File: config.mk
export PLATFORM = sky130hd
export DESIGN_NAME = timer_pulse_width_and_pwm
export DESIGN_NICKNAME = d
export VERILOG_FILES = /design/src/pkg/tpw_pkg.sv /design/src/rtl/timer_pulse_width_and_pwm.sv
export SDC_FILE = /design/constraint.sdc
export NUM_CORES = 1
export LEC_CHECK = 0
export BUFFER_PORTS_ARGS = -buffer_cell sky130_fd_sc_hd__buf_4
export CAP_MARGIN = 10
export CORE_MARGIN = 10
export CORE_UTILIZATION = 66
export DETAILED_ROUTE_END_ITERATION = 8
export PLACE_DENSITY = 0.85
export REMOVE_ABC_BUFFERS = 1
export SYNTH_ARGS = -nofsm -noshare
export SYNTH_HDL_FRONTEND = slang
export SYNTH_SLANG_ARGS = --single-unit
File: constraint.sdc
create_clock -name sys_clk_in -period 8.6 [get_ports sys_clk_in]
set_input_delay 0.43 -clock sys_clk_in [delete_from_list [all_inputs] [get_ports sys_clk_in]]
set_output_delay 0.43 -clock sys_clk_in [all_outputs]
set_load 0.1 [all_outputs]
File: src/pkg/tpw_pkg.sv
// Constants shared by the pulse width timer and three channel PWM generator
package tpw_pkg;

  // ****************************************
  // Register map (register indices, byte wide)
  // ****************************************
  localparam logic [2:0] ADDR_TIMER_CTRL = 3'h0;  // Timer control, mode bits shared with PWM
  localparam logic [2:0] ADDR_PWM_CTRL = 3'h1;    // PWM control, mode bits aliased
  localparam logic [2:0] ADDR_DUTY_A = 3'h2;      // Channel A duty
  localparam logic [2:0] ADDR_DUTY_B = 3'h3;      // Channel B duty
  localparam logic [2:0] ADDR_DUTY_C = 3'h4;      // Channel C duty
  localparam logic [2:0] ADDR_COUNT = 3'h5;       // Counter read, preload write
  localparam logic [2:0] ADDR_STATUS = 3'h6;      // Overflow and wake sticky flags

  // ****************************************
  // Field positions
  // ****************************************
  localparam int MODE_HI = 7;          // Mode select field top bit
  localparam int MODE_LO = 6;          // Mode select field bottom bit
  localparam int CEN_BIT = 4;          // Count enable bit
  localparam int EDGE_BIT = 3;         // Active edge select bit
  localparam int PSC_HI = 2;           // Prescale select top bit
  localparam int DIV_HI = 4;           // PWM clock divider select top bit
  localparam int DIV_LO = 2;           // PWM clock divider select bottom bit
  localparam int SUBSEL_BIT = 1;       // Subdivision select bit
  localparam int PEN_BIT = 0;          // PWM output enable bit
  localparam int STAT_OVF_BIT = 0;     // Overflow flag bit
  localparam int STAT_WAKE_BIT = 1;    // Wake request flag bit

  // ****************************************
  // Reset values and constants
  // ****************************************
  localparam logic [7:0] CTRL_RESET = 8'h00;   // Control reset value
  localparam logic [7:0] BYTE_ZERO = 8'h00;    // Zero byte
  localparam logic [7:0] COUNT_MAX = 8'hFF;    // Counter full value
  localparam logic [7:0] CTRL_MASK = 8'hDF;    // Bit 5 unimplemented

  // Timer operating modes
  typedef enum logic [1:0] {
    MODE_PWM = 2'b00,
    MODE_EVENT = 2'b01,
    MODE_TIMER = 2'b10,
    MODE_PULSE = 2'b11
  } timer_mode_t;

  // Pulse measurement states
  typedef enum logic [1:0] {
    PW_IDLE = 2'b00,
    PW_ARMED = 2'b01,
    PW_COUNT = 2'b10
  } pw_state_t;

endpackage : tpw_pkg

File: src/rtl/timer_pulse_width_and_pwm.sv
// Eight bit pulse width measurement timer with three channel subdivided PWM
//
// Our own choices: the register addresses and the plain strobed port.
`timescale 1ns/100ps
module timer_pulse_width_and_pwm
  import tpw_pkg::*;
#(
  parameter int PSC_WIDTH = 8          // Prescaler divider width, covers 2^7
) (
  // Clock and reset
  input wire logic sys_clk_in,
  input wire logic rst_n_in,
  // Register port
  input wire logic [2:0] reg_addr_in,
  input wire logic [7:0] reg_wdata_in,
  input wire logic reg_wr_in,
  input wire logic reg_rd_in,
  output logic [7:0] reg_rdata_out,
  // Time base and power state
  input wire logic prescaler_clock_in,
  input wire logic sleep_in,
  // Timer pin
  input wire logic timer_input_pin_in,
  // Timer events
  output logic timer_irq_out,
  output logic wake_req_out,
  // PWM outputs
  output logic pwm_channel_a_output_out,
  output logic pwm_channel_a_inverted_output_out,
  output logic pwm_channel_b_output_out,
  output logic pwm_channel_c_output_out
);

  // ****************************************
  // Registers
  // ****************************************
  logic [7:0] timer_control_register;  // Mode, enable, edge, prescale
  logic [7:0] pwm_control_register;    // Mode alias, divider, subdivision, enable
  logic [7:0] pwm_duty_register [3];   // Duty per channel
  logic [7:0] preload;                 // Counter reload value
  logic [7:0] count;                   // Timer counter
  logic ovf_flag;                      // Sticky overflow
  logic wake_flag;                     // Sticky wake request
  pw_state_t pw_state;                 // Pulse measurement state

  // Mode field is one physical field seen from both control addresses
  wire [1:0] timer_mode_select = timer_control_register[MODE_HI:MODE_LO];
  wire count_enable_bit = timer_control_register[CEN_BIT];
  wire active_edge_select = timer_control_register[EDGE_BIT];
  wire [2:0] prescale_select = timer_control_register[PSC_HI:0];
  wire [2:0] pwm_clock_divider_select = pwm_control_register[DIV_HI:DIV_LO];
  wire subdivision_select = pwm_control_register[SUBSEL_BIT];
  wire pwm_output_enable = pwm_control_register[PEN_BIT];

  // ****************************************
  // Input synchronisers
  // ****************************************
  logic pin_s1, pin_s2, pin_prev;  // Timer pin sync and history
  logic psc_s1, psc_s2, psc_prev;  // Time base sync and history

  // Two stages then one history stage for edge detection
  always_ff @(posedge sys_clk_in) begin
    if (!rst_n_in) begin
      pin_s1 <= 1'b0;
      pin_s2 <= 1'b0;
      pin_prev <= 1'b0;
      psc_s1 <= 1'b0;
      psc_s2 <= 1'b0;
      psc_prev <= 1'b0;
    end else begin
      pin_s1 <= timer_input_pin_in;
      pin_s2 <= pin_s1;
      pin_prev <= pin_s2;
      psc_s1 <= prescaler_clock_in;
      psc_s2 <= psc_s1;
      psc_prev <= psc_s2;
    end
  end

  wire pin_rise = pin_s2 & ~pin_prev;
  wire pin_fall = ~pin_s2 & pin_prev;
  // start and stop edges chosen by edge select
  // opposite polarity when edge select high
  wire start_edge = active_edge_select ? pin_rise : pin_fall;
  wire stop_edge = active_edge_select ? pin_fall : pin_rise;
  // Time base advances on its high to low transition
  wire psc_fall = ~psc_s2 & psc_prev;

  // ****************************************
  // Prescaler
  // ****************************************
  logic [PSC_WIDTH-1:0] psc_div;  // Divider of the time base

  // Free running divider of time base falls
  always_ff @(posedge sys_clk_in) begin
    if (!rst_n_in) begin
      psc_div <= '0;
    end else if (psc_fall) begin
      psc_div <= psc_div + 1'b1;
    end
  end

  // tick when low bits below selected ratio are all ones
  wire [PSC_WIDTH-1:0] psc_mask = PSC_WIDTH'((1 << prescale_select) - 1);
  wire psc_tick = psc_fall & ((psc_div & psc_mask) == psc_mask);

  // ****************************************
  // Pulse measurement control
  // ****************************************
  // pulse mode decode
  wire pulse_mode = (timer_mode_select == MODE_PULSE);
  wire counting = pulse_mode & (pw_state == PW_COUNT);
  // overflow when counter passes full value
  wire overflow = counting & psc_tick & (count == COUNT_MAX);
  wire pulse_end = counting & stop_edge;
  wire ctrl_wr = reg_wr_in & (reg_addr_in == ADDR_TIMER_CTRL);
  wire pctl_wr = reg_wr_in & (reg_addr_in == ADDR_PWM_CTRL);

  // State machine: idle, armed waiting for edge, counting
  always_ff @(posedge sys_clk_in) begin
    if (!rst_n_in) begin
      pw_state <= PW_IDLE;
    end else if (!pulse_mode || !count_enable_bit) begin
      // transitions ignored until enable set again
      pw_state <= PW_IDLE;
    end else begin
      unique case (pw_state)
        PW_IDLE: begin
          pw_state <= PW_ARMED;
        end
        PW_ARMED: begin
          if (start_edge) begin
            pw_state <= PW_COUNT;
          end
        end
        PW_COUNT: begin
          if (stop_edge) begin
            pw_state <= PW_IDLE;
          end
        end
        default: begin
          pw_state <= PW_IDLE;
        end
      endcase
    end
  end

  // Timer control; software write, hardware clears enable at pulse end
  always_ff @(posedge sys_clk_in) begin
    if (!rst_n_in) begin
      timer_control_register <= CTRL_RESET;
    end else if (ctrl_wr) begin
      timer_control_register <= reg_wdata_in & CTRL_MASK;
    end else begin
      // Mode alias write must not swallow a pulse end clear in the same cycle
      if (pctl_wr) begin
        timer_control_register[MODE_HI:MODE_LO] <= reg_wdata_in[MODE_HI:MODE_LO];
      end
      if (pulse_end) begin
        // self clear only in pulse mode
        // other modes never reach this branch
        timer_control_register[CEN_BIT] <= 1'b0;
      end
    end
  end

  // PWM control register, mode bits live in timer control
  always_ff @(posedge sys_clk_in) begin
    if (!rst_n_in) begin
      pwm_control_register <= CTRL_RESET;
    end else if (pctl_wr) begin
      pwm_control_register <= reg_wdata_in & CTRL_MASK;
    end
  end

  // Counter: preload written straight through while halted
  always_ff @(posedge sys_clk_in) begin
    if (!rst_n_in) begin
      preload <= BYTE_ZERO;
      count <= BYTE_ZERO;
    end else begin
      if (reg_wr_in && reg_addr_in == ADDR_COUNT) begin
        preload <= reg_wdata_in;
      end
      if (reg_wr_in && reg_addr_in == ADDR_COUNT && !counting) begin
        count <= reg_wdata_in;
      end else if (overflow) begin
        count <= preload;
      end else if (counting && psc_tick) begin
        count <= count + 1'b1;
      end
    end
  end

  // Sticky flags; a set in the same cycle wins over the clear
  wire stat_wr = reg_wr_in & (reg_addr_in == ADDR_STATUS);
  always_ff @(posedge sys_clk_in) begin
    if (!rst_n_in) begin
      ovf_flag <= 1'b0;
      wake_flag <= 1'b0;
    end else begin
      ovf_flag <= overflow | (ovf_flag & ~(stat_wr & reg_wdata_in[STAT_OVF_BIT]));
      // wake request on overflow while asleep
      wake_flag <= (overflow & sleep_in) |
                   (wake_flag & ~(stat_wr & reg_wdata_in[STAT_WAKE_BIT]));
    end
  end

  assign timer_irq_out = ovf_flag;
  assign wake_req_out = wake_flag;

  // ****************************************
  // Duty registers
  // ****************************************
  // one duty register per channel
  genvar gi;
  generate
    for (gi = 0; gi < 3; gi++) begin : g_duty
      always_ff @(posedge sys_clk_in) begin
        if (!rst_n_in) begin
          pwm_duty_register[gi] <= BYTE_ZERO;
        end else if (reg_wr_in && reg_addr_in == ADDR_DUTY_A + 3'(gi)) begin
          pwm_duty_register[gi] <= reg_wdata_in;
        end
      end
    end
  endgenerate

  // ****************************************
  // PWM clock divider
  // ****************************************
  // divide ratio per divider select
  function automatic logic [6:0] div_ratio(input logic [2:0] sel);
    unique case (sel)
      3'h0: div_ratio = 7'h01;
      3'h1: div_ratio = 7'h02;
      3'h2: div_ratio = 7'h03;
      3'h3: div_ratio = 7'h04;
      3'h4: div_ratio = 7'h08;
      3'h5: div_ratio = 7'h10;
      3'h6: div_ratio = 7'h20;
      3'h7: div_ratio = 7'h40;
    endcase
  endfunction : div_ratio

  logic [6:0] div_cnt;  // PWM clock divider count
  // PWM runs only in mode 00
  wire pwm_mode = (timer_mode_select == MODE_PWM);
  wire pwm_run = pwm_mode & pwm_output_enable;
  wire div_tick = pwm_run & (div_cnt == div_ratio(pwm_clock_divider_select) - 7'h01);

  // Divider produces one tick per PWM counter clock
  always_ff @(posedge sys_clk_in) begin
    if (!rst_n_in || !pwm_run || div_tick) begin
      div_cnt <= 7'h00;
    end else begin
      div_cnt <= div_cnt + 7'h01;
    end
  end

  // ****************************************
  // PWM counter and subcycle index
  // ****************************************
  // 256 clocks split into 64 or 128 phase positions plus subcycle bits
  logic [7:0] pwm_cnt;  // Position in the full PWM cycle
  always_ff @(posedge sys_clk_in) begin
    if (!rst_n_in || !pwm_run) begin
      pwm_cnt <= BYTE_ZERO;
    end else if (div_tick) begin
      pwm_cnt <= pwm_cnt + 8'h01;
    end
  end

  // subdivision select picks 6+2 or 7+1
  // phase restarts each subcycle, index wraps with cycle
  // 6+2 uses low six bits as phase, top two as index
  // 7+1 uses low seven bits as phase, top bit as index
  wire [6:0] phase = subdivision_select ? pwm_cnt[6:0] : {1'b0, pwm_cnt[5:0]};
  wire [1:0] sub_idx = subdivision_select ? {1'b0, pwm_cnt[7]} : pwm_cnt[7:6];

  // hardware computes each subcycle high time
  // compared against live duty for immediate effect
  function automatic logic pwm_level(input logic [7:0] duty, input logic sel,
                                     input logic [6:0] ph, input logic [1:0] idx);
    logic [7:0] base_count;
    logic [1:0] extra_count;
    logic [7:0] high_len;
    base_count = sel ? {1'b0, duty[7:1]} : {2'b00, duty[7:2]};
    extra_count = sel ? {1'b0, duty[0]} : duty[1:0];
    // extra clock when index below extra count
    high_len = base_count + ((idx < extra_count) ? 8'h01 : 8'h00);
    pwm_level = ({1'b0, ph} < high_len);
  endfunction : pwm_level

  // Registered outputs
  logic [2:0] pwm_q;  // Channel outputs A, B, C
  generate
    for (gi = 0; gi < 3; gi++) begin : g_out
      always_ff @(posedge sys_clk_in) begin
        if (!rst_n_in || !pwm_run) begin
          pwm_q[gi] <= 1'b0;
        end else begin
          pwm_q[gi] <= pwm_level(pwm_duty_register[gi], subdivision_select, phase, sub_idx);
        end
      end
    end
  endgenerate

  assign pwm_channel_a_output_out = pwm_q[0];
  // complementary output for channel A only
  assign pwm_channel_a_inverted_output_out = ~pwm_q[0];
  assign pwm_channel_b_output_out = pwm_q[1];
  assign pwm_channel_c_output_out = pwm_q[2];

  // ****************************************
  // Read data
  // ****************************************
  logic [7:0] next_rdata;  // Read mux
  always_comb begin
    unique case (reg_addr_in)
      ADDR_TIMER_CTRL: next_rdata = timer_control_register;
      ADDR_PWM_CTRL: next_rdata = {timer_mode_select, pwm_control_register[5:0]};
      ADDR_DUTY_A: next_rdata = pwm_duty_register[0];
      ADDR_DUTY_B: next_rdata = pwm_duty_register[1];
      ADDR_DUTY_C: next_rdata = pwm_duty_register[2];
      ADDR_COUNT: next_rdata = count;
      ADDR_STATUS: next_rdata = {6'h00, wake_flag, ovf_flag};
      default: next_rdata = BYTE_ZERO;
    endcase
  end

  // Read data valid the cycle after the strobe only
  always_ff @(posedge sys_clk_in) begin
    if (!rst_n_in || !reg_rd_in) begin
      reg_rdata_out <= BYTE_ZERO;
    end else begin
      reg_rdata_out <= next_rdata;
    end
  end

endmodule : timer_pulse_width_and_pwm

==> out/metrics.csv <==
metric,value,unit
fin_crit_sh,0.347,
leakagePower,2.36,nW
synth_cell_types,56,
fin_nets,742,
rrSetupSlack,5620,ps
die_w,115,microns
coreArea,8760,sq um
p_int,0.000675,W
net-switching-power,0.000260,W
cts_resized,0,
postCtsSetupBuffers,0,
setup_viol,0,
synth_edf_count,24,
hold_viol_final,0,
ant_nets,0,
wl_per_cell,17.2,microns
drt-pass1-iter-count,8,
ys_warn_count,0,
antenna_found_initial,0,
drv_cap,0,
worstPathArrival,3270,ps
pwr-share-clk,0.320,
synthCells,676,
place_hpwl,10200,microns
worstPathMaxFanout,45,
finClkSkew,16.6,ps
drive_gt1_frac,0.108,
io-pin-count,32,
start_kind,flip-flop,
tns,0,ps
globalRouteOverflowTotal,0,
hold_buffers,0,
cts_max_path_buffers,2,
met2_usage,0.354,
cts_tree,yes,
p_comb_frac,0.123,
sw_frac_of_total,0.278,
seq_area,2280,sq um
vias,5034,
final_common_cell,dfxtp_1,
seq_power_share,0.557,
busiest_layer,met2,
nFillCells,678,
globalRouteMet1Util,0.260,
clk_latency,370,ps
synth_seq_cells,102,
async_reset_ff_frac,0,
seq_area_frac_synth,0.383,
hp-class,input pin to flip-flop,
grt_setup_unrepaired,no,
timing.fmax,0.336,GHz
path_class,flip-flop to flip-flop,
relSlewSlack,0.193,
p_per_area,146,nW/um^2
ctsHtreeMaxLevel,3,
path_clk_slew,100,ps
postSynthAreaPerCell,8.81,sq um
crit_path_end_kind,flip-flop,
drv_slew,0,
clock-root-buffer,clkbuf_8,
worst_pin_slew,1200,ps
hold_slack,266,ps
viasPerCell,6.26,
cp.required,8890,ps
finalCriticalPeriod,2980,ps
grt_pass1_wl,23100,microns
grt_pass1_vias,4874,
synth_ff_type,dfxtp_1,
initial_utilization,0.679,
dieArea,13200,sq um
n_antenna_cell,0,
area_delta_synth_final,7.61,%
place_congestion,0.893,
wl,13900,microns
grt_usage,0.210,
drc_errors,0,
final_cell_mix,"dfxtp_1, nor2_1, nand2_1, a21oi_1, and2_1",
fp-row-count,34,
vdd_drop_max,113,uV
drt_iter0_drc,445,
final_area,6410,sq um
status,finished clean,
numCtsBuffers,9,
place_area,6210,sq um
portBuffers,31,
clock_sinks,102,
multi_input_area,3470,sq um
die_height,115,microns
grt_max_degree,46,
syn_area,5950,sq um
gr-usage-met3,0.0417,
-- cells in the mapped netlist (all sizes together), types with 3 or more instances --
cell     n  share of area
xor2    15          0.022
a211oi   4         0.0071
nor2b   14          0.015
nor2    66          0.042
mux2i   27          0.045
edfxtp  24           0.12
clkbuf  17          0.011
a31oi   17          0.018
buf     12          0.010
a221oi   5         0.0074
mux2    15          0.028
or3      6         0.0063
ha      33          0.069
o21ai   28          0.024
nand4   11          0.012
nand3   26          0.023
xnor2   19          0.028
nand2   62          0.040
o22a     3         0.0044
dfxtp   78           0.26
o221ai   4          0.010
a22oi   11          0.014
nor4     4         0.0042
and3     7         0.0074
a21oi   50          0.042
nand2b  20          0.021
nor3    13          0.013
o31ai    4         0.0050
inv     19          0.012
and2    38          0.040
-- worst max-delay path, stage by stage, from the launching register on --
cell and delay, ps:
dfxtp_1 330, buf_4 390, nor2b_1 160, ha_1 320, a21oi_1 150, ha_1 190
ha_1 200, and3_1 250, a31oi_1 110, a31oi_1 200, ha_1 270, nor3_1 190
a31oi_1 60, o21ai_0 90
-- path summary, 6_finish.rpt --
path,start,endpoint,depth (start not counted)
setup / recovery,pwm_control_register[1],pwm_channel_a_output_out,13
hold / removal,timer_input_pin_in,pin_s1,2
setup reg to reg,pwm_control_register[1],pwm_channel_a_output_out,13
hold reg to reg,pin_s1,pin_s2,1
-- power by group through the flow --
| stage | Clock (W) | Sequential [W] | Combinational [W] |
|---|---|---|---|
| CTS | 0.000303 | 0.000520 | 0.000115 |
| floorplan | 0 | 0.000535 | 0.0000678 |
| detailed placement | 0 | 0.000531 | 0.000114 |
| global route | 0.000323 | 0.000522 | 0.000128 |
| finish | 0.000299 | 0.000520 | 0.000115 |
| global placement | 0 | 0.000530 | 0.000110 |
-- cell families (layout without fill, tap and decap cells) --
group | after synthesis | in the layout | synth area share
muxes | 42 | 42 | 0.0738
DFF | 102 | 102 | 0.383
and+or+nand+nor | 275 | 275 | 0.234
buffers and inverters | 48 | 68 | 0.0330
xor gates and xnor gates | 35 | 35 | 0.0538
adders and majority gates | 33 | 33 | 0.0694
AOI/OAI and AO/OA | 141 | 141 | 0.153
-- final cells by class --
cell class,count,share of cell area
Clock inverter,6,0.00723
Timing Repair Buffer,33,0.0387
Sequential cell,102,0.356
Clock buffer,10,0.0232
Multi-Input combinational cell,526,0.542
Inverter,19,0.0111
Tap cell,108,0.0211
-- flip-flops by register name, summed over array words and instances, names as in the netlist, named ones only --
name	count
wake_req_out	1
pw_state	2
psc_s2	1
timer_irq_out	1
psc_prev	1
psc_div	7
count	8
pwm_duty_register	24
pwm_control_register	5
pin_prev	1
pwm_cnt	8
timer_control_register	7
pwm_channel_a_output_out	1
div_cnt	7
pwm_channel_b_output_out	1
psc_s1	1
preload	8
pin_s2	1
pin_s1	1
reg_rdata_out	8
pwm_channel_c_output_out	1
-- metal layers --
metal	vias up	share of wire
met5	-	0
met4	0	0.032
met3	43	0.067
met2	185	0.48
met1	2355	0.42
li1	2451	-
-- metrics by stage --
step	setup slack (ps)	std cells	util	power (W)
after floorplan	5360	647	-	0.000603
after global placement	5790	788	0.709	0.000640
after detailed placement	5640	788	0.709	0.000645
after CTS	5620	804	0.731	0.000938
after global routing	5300	804	0.731	0.000973
final	5620	804	0.731	0.000935
(Power assumes the default switching activity.)
